===== src/hdl/dtc_pkg.sv =====
package dtc_pkg;
  // Register indices; byte address is four times the index
  localparam logic [7:0] IDX_T0_LOW = 8'h8a;
  localparam logic [7:0] IDX_T1_LOW = 8'h8b;
  localparam logic [7:0] IDX_T0_HIGH = 8'h8c;
  localparam logic [7:0] IDX_T1_HIGH = 8'h8d;
  localparam logic [7:0] IDX_PORT_MODE = 8'h96;
  localparam logic [7:0] IDX_CONTROL = 8'ha0;
  localparam logic [7:0] IDX_STATUS = 8'ha1;
  localparam logic [7:0] IDX_MASK = 8'ha2;

  // Reset values
  localparam logic [7:0] RST_COUNT = 8'h00;
  localparam logic [7:0] RST_PORT_MODE = 8'h00;
  localparam logic [5:0] RST_CONTROL = 6'h00;
  localparam logic [1:0] RST_FLAGS = 2'h0;

  // Port mode register: toggle enables
  localparam int BIT_T0_TOGGLE_EN = 2;
  localparam int BIT_T1_TOGGLE_EN = 3;

  // Control register: per timer n, bit n + offset
  localparam int BIT_RUN = 0;
  localparam int BIT_GATE = 2;
  localparam int BIT_CT_SEL = 4;

  // Mode 0 geometry
  localparam int PRESCALE_BITS = 5;
  localparam logic [4:0] PRESCALE_MAX = 5'h1f;
  localparam logic [7:0] HIGH_MAX = 8'hff;

  localparam int ADDR_W = 10;
  localparam int DATA_W = 32;
endpackage


===== src/hdl/dtc_unit_if.sv =====
`timescale 1ns/10ps
interface dtc_unit_if;
  logic count_en;
  logic wr_low;
  logic wr_high;
  logic [7:0] wdata;
  logic [7:0] count_low;
  logic [7:0] count_high;
  logic overflow;

  modport ctrl (
    output count_en,
    output wr_low,
    output wr_high,
    output wdata,
    input count_low,
    input count_high,
    input overflow
  );
  modport unit (
    input count_en,
    input wr_low,
    input wr_high,
    input wdata,
    output count_low,
    output count_high,
    output overflow
  );
endinterface


===== src/hdl/dtc_unit.sv =====
`timescale 1ns/10ps
module dtc_unit (
  input wire logic clock,
  input wire logic rstn,
  dtc_unit_if.unit u
);
  logic [7:0] low;
  logic [7:0] high;
  logic ovf;
  logic pre_wrap;

  assign pre_wrap = (low[4:0] == dtc_pkg::PRESCALE_MAX);

  // Upper three low bits are storage only in mode 0
  always_ff @(posedge clock or negedge rstn) begin
    if (!rstn) begin
      low <= dtc_pkg::RST_COUNT;
    end else if (u.wr_low) begin
      low <= u.wdata;
    end else if (u.count_en) begin
      low[4:0] <= low[4:0] + 5'h01;
    end
  end

  // Software write wins over a count in the same cycle
  always_ff @(posedge clock or negedge rstn) begin
    if (!rstn) begin
      high <= dtc_pkg::RST_COUNT;
    end else if (u.wr_high) begin
      high <= u.wdata;
    end else if (u.count_en && pre_wrap && !u.wr_low) begin
      // A low byte write swallows the whole step, carry included
      high <= high + 8'h01;
    end
  end

  always_ff @(posedge clock or negedge rstn) begin
    if (!rstn) begin
      ovf <= 1'b0;
    end else begin
      ovf <= u.count_en && pre_wrap && !u.wr_high && !u.wr_low &&
          (high == dtc_pkg::HIGH_MAX);
    end
  end

  assign u.count_low = low;
  assign u.count_high = high;
  assign u.overflow = ovf;
endmodule


===== src/hdl/dtc_top.sv =====
`timescale 1ns/10ps
module dtc_top (
  input wire logic clock,
  input wire logic rstn,
  input wire logic [dtc_pkg::ADDR_W-1:0] avs_address,
  input wire logic avs_read,
  input wire logic avs_write,
  input wire logic [dtc_pkg::DATA_W-1:0] avs_writedata,
  output logic [dtc_pkg::DATA_W-1:0] avs_readdata,
  output logic avs_waitrequest,
  input wire logic timer0_count_pin,
  input wire logic timer1_count_pin,
  input wire logic external_gate_pin0,
  input wire logic external_gate_pin1,
  output logic timer0_toggle_out,
  output logic timer1_toggle_out,
  output logic irq
);
  logic [7:0] port_mode_and_toggle_enable;
  logic [5:0] control;
  logic [1:0] overflow_flag;
  logic [1:0] mask;
  logic [1:0] cnt_s1, cnt_s2, cnt_s3;
  logic [1:0] gate_s1, gate_s2;
  logic [1:0] ovf;
  logic [1:0] count_en;
  logic [1:0] toggle;
  logic [7:0] idx;
  logic accept_wr;
  logic capture_rd;
  logic [7:0] lows [2];
  logic [7:0] highs [2];

  function automatic logic hit(input logic [7:0] a, input logic [7:0] r);
    hit = (a == r);
  endfunction

  assign idx = avs_address[9:2];
  assign accept_wr = avs_write && !avs_waitrequest;
  assign capture_rd = avs_read && avs_waitrequest;

  // One wait state per access, then one acceptance edge
  always_ff @(posedge clock or negedge rstn) begin
    if (!rstn) begin
      avs_waitrequest <= 1'b1;
    end else begin
      avs_waitrequest <= !((avs_read || avs_write) && avs_waitrequest);
    end
  end

  // Pins are asynchronous; third stage feeds edge detect only
  always_ff @(posedge clock or negedge rstn) begin
    if (!rstn) begin
      cnt_s1 <= 2'h0;
      cnt_s2 <= 2'h0;
      cnt_s3 <= 2'h0;
      gate_s1 <= 2'h0;
      gate_s2 <= 2'h0;
    end else begin
      cnt_s1 <= {timer1_count_pin, timer0_count_pin};
      cnt_s2 <= cnt_s1;
      cnt_s3 <= cnt_s2;
      gate_s1 <= {external_gate_pin1, external_gate_pin0};
      gate_s2 <= gate_s1;
    end
  end

  genvar n;
  generate
    for (n = 0; n < 2; n++) begin : g_timer
      dtc_unit_if uif ();
      logic src;
      logic gate_ok;
      // Falling edge on pin when counter mode, else every clock
      assign src = control[dtc_pkg::BIT_CT_SEL+n] ? (cnt_s3[n] && !cnt_s2[n])
                                                  : 1'b1;
      assign gate_ok = !control[dtc_pkg::BIT_GATE+n] || gate_s2[n];
      assign count_en[n] = control[dtc_pkg::BIT_RUN+n] && gate_ok && src;
      assign uif.count_en = count_en[n];
      assign uif.wr_low = accept_wr &&
          hit(idx, n == 0 ? dtc_pkg::IDX_T0_LOW : dtc_pkg::IDX_T1_LOW);
      assign uif.wr_high = accept_wr &&
          hit(idx, n == 0 ? dtc_pkg::IDX_T0_HIGH : dtc_pkg::IDX_T1_HIGH);
      assign uif.wdata = avs_writedata[7:0];
      assign lows[n] = uif.count_low;
      assign highs[n] = uif.count_high;
      assign ovf[n] = uif.overflow;
      dtc_unit u_unit (
        .clock(clock),
        .rstn(rstn),
        .u(uif)
      );
    end
  endgenerate

  always_ff @(posedge clock or negedge rstn) begin
    if (!rstn) begin
      port_mode_and_toggle_enable <= dtc_pkg::RST_PORT_MODE;
    end else if (accept_wr && hit(idx, dtc_pkg::IDX_PORT_MODE)) begin
      port_mode_and_toggle_enable <= avs_writedata[7:0];
    end
  end

  always_ff @(posedge clock or negedge rstn) begin
    if (!rstn) begin
      control <= dtc_pkg::RST_CONTROL;
    end else if (accept_wr && hit(idx, dtc_pkg::IDX_CONTROL)) begin
      control <= avs_writedata[5:0];
    end
  end

  always_ff @(posedge clock or negedge rstn) begin
    if (!rstn) begin
      mask <= dtc_pkg::RST_FLAGS;
    end else if (accept_wr && hit(idx, dtc_pkg::IDX_MASK)) begin
      mask <= avs_writedata[1:0];
    end
  end

  // Set beats a same-cycle write-one-to-clear
  always_ff @(posedge clock or negedge rstn) begin
    if (!rstn) begin
      overflow_flag <= dtc_pkg::RST_FLAGS;
    end else begin
      overflow_flag <= (overflow_flag &
          ~((accept_wr && hit(idx, dtc_pkg::IDX_STATUS)) ? avs_writedata[1:0] : 2'h0))
          | ovf;
    end
  end

  // Registered, so it trails the flag by one cycle
  always_ff @(posedge clock or negedge rstn) begin
    if (!rstn) begin
      irq <= 1'b0;
    end else begin
      irq <= |(overflow_flag & mask);
    end
  end

  assign toggle[0] = ovf[0] && port_mode_and_toggle_enable[dtc_pkg::BIT_T0_TOGGLE_EN];
  assign toggle[1] = ovf[1] && port_mode_and_toggle_enable[dtc_pkg::BIT_T1_TOGGLE_EN];

  always_ff @(posedge clock or negedge rstn) begin
    if (!rstn) begin
      timer0_toggle_out <= 1'b0;
      timer1_toggle_out <= 1'b0;
    end else begin
      timer0_toggle_out <= timer0_toggle_out ^ toggle[0];
      timer1_toggle_out <= timer1_toggle_out ^ toggle[1];
    end
  end

  // Snapshot taken in the wait cycle, stable at acceptance
  always_ff @(posedge clock or negedge rstn) begin
    if (!rstn) begin
      avs_readdata <= '0;
    end else if (capture_rd) begin
      case (idx)
        dtc_pkg::IDX_T0_LOW: avs_readdata <= {24'h000000, lows[0]};
        dtc_pkg::IDX_T1_LOW: avs_readdata <= {24'h000000, lows[1]};
        dtc_pkg::IDX_T0_HIGH: avs_readdata <= {24'h000000, highs[0]};
        dtc_pkg::IDX_T1_HIGH: avs_readdata <= {24'h000000, highs[1]};
        dtc_pkg::IDX_PORT_MODE: avs_readdata <= {24'h000000, port_mode_and_toggle_enable};
        dtc_pkg::IDX_CONTROL: avs_readdata <= {26'h0000000, control};
        dtc_pkg::IDX_STATUS: avs_readdata <= {30'h00000000, overflow_flag};
        dtc_pkg::IDX_MASK: avs_readdata <= {30'h00000000, mask};
        default: avs_readdata <= 32'h00000000;
      endcase
    end
  end
endmodule


===== config.mk =====
export PLATFORM = sky130hd
export DESIGN_NAME = dtc_top
export DESIGN_NICKNAME = d
export VERILOG_FILES = /design/src/hdl/dtc_pkg.sv /design/src/hdl/dtc_unit_if.sv /design/src/hdl/dtc_unit.sv /design/src/hdl/dtc_top.sv
export SDC_FILE = /design/constraint.sdc
export NUM_CORES = 1
export LEC_CHECK = 0
export BUFFER_PORTS_ARGS = -buffer_cell sky130_fd_sc_hd__buf_2
export CORE_MARGIN = 5
export CORE_UTILIZATION = 25
export DETAILED_ROUTE_END_ITERATION = 6
export PLACE_DENSITY = 0.46
export SYNTH_ARGS = -nofsm -noshare
export SYNTH_HDL_FRONTEND = slang
export SYNTH_HIERARCHICAL = 1
export SYNTH_SLANG_ARGS = --single-unit

===== constraint.sdc =====
create_clock -name clock -period 4.4 [get_ports clock]
set_clock_uncertainty 0.05 [all_clocks]
set_input_delay 0.88 -clock clock [delete_from_list [all_inputs] [get_ports clock]]
set_output_delay 0.88 -clock clock [all_outputs]
set_load 0.02 [all_outputs]

==> impl_metrics.tcl, run 1 <==
set metrics [dict create \
    outcome "complete, no violations" \
    arrival_ns 3.09 \
    max-cap-violations 0 \
    slowest_stage "nor3_1" \
    slew_violations 0 \
    ys_seq_elements 74 \
    vdd_drop_max_mv 0.171 \
    netSwitchingFraction_pct 26.5 \
    min_path_cells 0 \
    areaGrowthSynthToFinish_pct 14.8 \
    fin_tns_setup_ns 0 \
    portBuffers 35 \
    critPathKind "input port to flip-flop" \
    grt_max_degree 75 \
    synth.area.top_cells "dfrtp_1 (45%), mux2_2 (6.7%), nand2_1 (4.7%)" \
    clkTransAtPathRegs_ns 0.06 \
    pwr-share-clk_pct 42.2 \
    grt_first_pass_wirelength_um 16600 \
    seq_power_share_pct 45.9 \
    whs_ns 0.295 \
    rows 46 \
    layout.nets 469 \
    fp.dieW_um 137 \
    synth_top_cell_area_share_pct 45.3 \
    place_congestion 0.825 \
    crit_family "simple AND/OR/NAND/NOR gates" \
    p_int_uw 1290 \
    core-area_um2 15900 \
    drive_above_1_share_pct 22.7 \
    cts_buffers 9 \
    setup_violations 0 \
    post-route-period-util_pct 65.6 \
    die_y_um 137 \
    powerDensity_nw_per_um2 381 \
    initial_core_util_pct 25.4 \
    synthesis.area_um2 4040 \
    diodes 0 \
    avgSynthCellArea_um2 10.6 \
    syn_inst 380 \
    holdBufCountCts 0 \
    worst-path-stages 7 \
    hold_path_class "flip-flop to flip-flop" \
    crit_chain "buf_2 -> or4b_4 -> nor3_1 -> nand3b_4 -> nor2_1 -> xnor2_1 -> o21ai_0" \
    post-route-min-period_ns 2.88 \
    reg2reg_depth 6 \
    crit_path_max_incr_delay_ns 0.75 \
    synth-seq-area-share_pct 45.9 \
    rsz0062_at_grt "no" \
    drt-total-wl_um 10400 \
    clkSinkCount 74 \
    fillCellCount 1663 \
    via_per_inst 4.57 \
    dp_hpwl_um 7700 \
    pin_count 86 \
    clkLatencyLatePin_ns 0.34 \
    overflow 0 \
    antenna_found_initial 0 \
    worstMarginPinSlew_ns 0.965 \
    comb_power_share_pct 11.8 \
    required_ns 4.61 \
    end_kind "flip-flop" \
    synth_top_area_cell "dfrtp_1" \
    die_area_um2 18800 \
    clockBufferDepth 2 \
    grtUsageTotal_pct 11.9 \
    p_sw_uw 468 \
    yosysUniqueCellTypes 59 \
    tritoncts "done" \
    relSlewSlack_pct 35.6 \
    cp-start-kind "input port" \
    ant_nets 0 \
    cp_max_fo 11 \
    synthArstFlopShare_pct 100 \
    grt_pass1_vias 2922 \
    drcViolationCount 0 \
    drtPass1Iterations 4 \
    ys.warnings.count 6 \
    drt_iter0_markers 221 \
    synth-main-ff-cell "dfrtp_1" \
    postCtsSetupBuffers 0 \
    crit_buf_inv 1 \
    cts-resized-gates 0 \
    fmax_ghz 0.347 \
    leakage_uw 0.00203 \
    finalHoldViolCount 0 \
    synth_edf_count 0 \
    vias 2898 \
    cts_root_buf "clkbuf_16" \
    wl_per_cell_um 16.5 \
    htreeDepth 3 \
]
[power groups by stage]
stage / combinational (uW) / clock (uW) / sequential [uW]
detailed placement: 210 / 0 / 820
finish: 209 / 744 / 810
global route: 242 / 790 / 818
global placement: 204 / 0 / 819
CTS: 211 / 759 / 810
floorplan: 165 / 0 / 798
[cells by family after synthesis]
family,synth area share (%)
compound gates,11.7
xor+xnor,4.78
fa+ha+maj,1.86
buf+inv,6.95
flops,45.9
mux,8.93
other cells,0.0929
simple gates,19.8
[per-stage QoR]
step	instances	setup slack, ns	total power (uW)	utilization, %	instance area, um^2
after floorplan	403	1.49	963	-	4120
after global placement	618	1.18	1020	27.3	4330
after detailed placement	618	1.15	1030	27.3	4330
after CTS	634	1.49	1780	29.2	4630
after global routing	634	1.41	1850	29.2	4630
final	634	1.52	1760	29.2	4630
[worst register-to-register path, stage by stage (launching register included)]
cell and delay [ns]:
dfstp_2 0.37, nand2b_1 0.31, nor3_1 0.82, nand3b_4 0.34, nor2_1 0.08, xnor2_1 0.12
o21ai_0 0.16
[path summary, 6_finish.rpt]
kind,start,endpoint,slack (ns)
worst max-delay path,avs_address[6],g_timer[0].u_unit/u.count_high[3]$_DFFE_PN0P_,1.52
worst min-delay path,cnt_s1[0]$_DFF_PN0_,cnt_s2[0]$_DFF_PN0_,0.30
worst max register to register,avs_waitrequest$_DFF_PN1_,g_timer[0].u_unit/u.count_high[3]$_DFFE_PN0P_,2.07
worst min register to register,cnt_s1[0]$_DFF_PN0_,cnt_s2[0]$_DFF_PN0_,0.30
max in group asynchronous,rstn,avs_readdata[5]$_DFFE_PN0P_,3.02
min in group asynchronous,rstn,cnt_s1[0]$_DFF_PN0_,0.63
[flip-flops by register name (all words and copies together), names as in the netlist, 6 cells and up]
| register | cells |
|---|---|
| g_timer.u_unit/u.count_low | 16 |
| control | 6 |
| port_mode_and_toggle_enable | 8 |
| g_timer.u_unit/u.count_high | 16 |
| avs_readdata | 8 |
[cell type report]
class                           count  area (um^2)  area share (%)
Clock buffer                       14          264            5.70
Tap cell                          216          270            5.83
Inverter                            4         15.0           0.324
Timing Repair Buffer               38          200            4.32
Sequential cell                    74         1850            40.0
Clock inverter                      2         35.0           0.756
Multi-Input combinational cell    286         1990            43.1
[cell usage after synthesis (2+ instances only)]
cell	count
a21oi_1	5
inv_1	4
buf_2	4
nand3b_4	2
nor4_1	5
nand3_1	9
o21ai_1	11
nand4b_1	2
xor2_1	6
o21ai_0	25
buf_6	3
buf_4	24
a22oi_1	11
nor2_1	13
nand4_4	2
o22ai_1	2
nor2b_1	4
nor4_4	2
mux2_2	24
nand2b_1	6
nand4_1	4
ha_1	6
dfrtp_1	73
mux2i_1	9
a32oi_1	2
nand2_1	50
and3b_1	2
and4bb_2	2
a221oi_1	4
xnor2_1	16
nor3_1	10
clkbuf_1	6
o31ai_1	2
o2bb2ai_1	3
a21o_1	2
and3_1	2
[cells in the final DEF (no fill, tap or decap), drive strengths merged, types with 3 or more instances in the layout]
cell,n
nand2,50
o2bb2ai,3
o21ai,37
dfrtp,73
mux2i,9
nor3b,3
a22oi,11
buf,38
nor3,11
nand2b,6
nor2b,4
a21oi,6
nor2,13
a221oi,4
conb,24
xor2,6
mux2,24
clkbuf,14
xnor2,16
nor4,7
nand4,6
nand3,9
inv,4
ha,6
[routing by layer]
layer | vias to the layer above | share of wire [%] | GRT usage (%) | routed length (um)
li1 | 1384 | - | - | -
met1 | 1402 | 45 | 15.8 | 4660
met2 | 94 | 46 | 18.3 | 4780
met3 | 18 | 7.2 | 3.05 | 751
met4 | 0 | 2.3 | 4.88 | 244
met5 | - | 0 | 0 | 0
Note: power is estimated with default switching activity, not from simulation.
==> run 2, diff against run 1 <==
Settings changed: PLACE_DENSITY 0.46 to 0.47.
Clock period 4.4 ns to 2.4 ns, I/O delays scaled along.
==> run 2 against run 1 <==
Sequential power rose by 84%. Global-route usage rose by 0.35 points. Utilization rose by 0.83 points. Non-clock buffer count rose by 15. Largest power group unchanged.
==> impl_metrics.tcl, run 2 (synthesis results as in run 1) <==
set metrics [dict create \
    wl_per_cell_um 16.5 \
    leakage_uw 0.00212 \
    netSwitchingFraction_pct 27.1 \
    outcome "complete, no violations" \
    crit_buf_inv 1 \
    grt_max_degree 48 \
    die_y_um 137 \
    tritoncts "done" \
    setup_violations 0 \
    whs_ns 0.00414 \
    via_per_inst 4.56 \
    clkLatencyLatePin_ns 0.34 \
    dp_hpwl_um 8170 \
    die_area_um2 18800 \
    powerDensity_nw_per_um2 687 \
    cts_buffers 9 \
    p_sw_uw 888 \
    fp.dieW_um 137 \
    initial_core_util_pct 25.4 \
    place_congestion 0.823 \
    max-cap-violations 0 \
    critPathKind "flip-flop to flip-flop" \
    pwr-share-clk_pct 42.2 \
    vias 2958 \
    crit_chain "nand2b_1 -> nor3_1 -> buf_4 -> nand4b_1 -> nor4_1" \
    place_inst 633 \
    vdd_drop_max_mv 0.331 \
    clkSinkCount 74 \
    drt_iter0_markers 260 \
    crit_family "simple AND/OR/NAND/NOR gates" \
    grt_pass1_vias 3016 \
    areaGrowthSynthToFinish_pct 18.0 \
    drt-total-wl_um 10700 \
    finish.utilization_pct 30.0 \
    place_area_um2 4460 \
    worstMarginPinSlew_ns 0.578 \
    relSlewSlack_pct 60.5 \
    clkTransAtPathRegs_ns 0.06 \
    post-route-period-util_pct 88.7 \
    overflow 0 \
    htreeDepth 3 \
    crit_path_max_incr_delay_ns 0.54 \
    mostFrequentLayoutCell "dfrtp_1" \
    antenna_found_initial 0 \
    p_int_uw 2380 \
    slowest_stage "dfstp_2" \
    fin_tns_setup_ns 0 \
    cts_root_buf "clkbuf_16" \
    comb_power_share_pct 12.4 \
    rsz0062_at_grt "no" \
    pin_count 86 \
    drcViolationCount 0 \
    core-area_um2 15900 \
    holdBufCountCts 0 \
    portBuffers 35 \
    cp-start-kind "flip-flop" \
    end_kind "flip-flop" \
    ant_nets 0 \
    drtPass1Iterations 5 \
    fmax_ghz 0.470 \
    grt_first_pass_wirelength_um 17100 \
    postCtsSetupBuffers 0 \
    finalHoldViolCount 0 \
    fin_area_um2 4760 \
    layout.nets 484 \
    arrival_ns 2.26 \
    diodes 0 \
    final_cell_mix "dfrtp_1 (73), nand2_1 (50), buf_2 (34)" \
    post-route-min-period_ns 2.13 \
    grtUsageTotal_pct 12.2 \
    cp_max_fo 7 \
    slew_violations 0 \
    clockBufferDepth 2 \
    hold_path_class "input port to async pin" \
    rows 46 \
    required_ns 2.53 \
    seq_power_share_pct 45.4 \
    cts-resized-gates 0 \
    drive_above_1_share_pct 26.1 \
    fin_cells 649 \
]
## run 2: cell types whose count changed in the layout (fill, tap and decap cells not counted), sizes merged
cell and delta:
clkinvlp +1, clkbuf -3, buf +15, clkinv +2
## run 2: worst paths after layout
kind	cells after the start	endpoint	from	slack, ns
max	5	g_timer[0].u_unit/u.overflow$_DFF_PN0_	avs_waitrequest$_DFF_PN1_	0.27
min	1	timer0_toggle_out$_DFF_PN0_	rstn	0.004
max reg2reg	5	g_timer[0].u_unit/u.overflow$_DFF_PN0_	avs_waitrequest$_DFF_PN1_	0.27
min reg2reg	0	cnt_s2[1]$_DFF_PN0_	cnt_s1[1]$_DFF_PN0_	0.30
max in group asynchronous	2	g_timer[1].u_unit/u.count_high[4]$_DFFE_PN0P_	rstn	1.71
min in group clock	1	cnt_s1[1]$_DFF_PN0_	timer1_count_pin	0.19
## run 2: area by class of cell
type | count | area, um^2
multi-input combinational | 286 | 1990
fill | 1686 | 11100
clock buffer | 11 | 253
sequential | 74 | 1850
clock inverter | 5 | 52.6
inverter | 4 | 15.0
timing repair buffer | 53 | 325
tap | 216 | 270
## run 2: power groups by stage
stage	registers (uW)	logic [uW]	clock network (uW)
2_1_floorplan	1460	303	0
3_3_place_gp	1510	396	0
3_5_place_dp	1510	408	0
4_1_cts	1490	409	1410
5_1_grt	1510	461	1480
6_report	1490	405	1380
## run 2: worst register-to-register path: cells and delay by family, from the launching register on
kind / cells / cell delay (ns)
simple gates: 4 / 1.20
buf+inv: 1 / 0.18
flops: 1 / 0.54
## run 2: per-stage QoR
step	setup slack (ns)	total power (uW)
2_1_floorplan	0.0238	1770
3_3_place_gp	0.0626	1900
3_5_place_dp	0.0340	1920
4_1_cts	0.299	3310
5_1_grt	0.123	3440
6_report	0.270	3270
## run 2: metal layers
metal | GRT usage (%) | part of all wire, % | vias to the layer above
li1 | - | - | 1410
met1 | 15.9 | 46 | 1453
met2 | 19.0 | 46 | 78
met3 | 3.64 | 5.8 | 17
met4 | 4.77 | 2.4 | 0
met5 | 0 | 0 | -
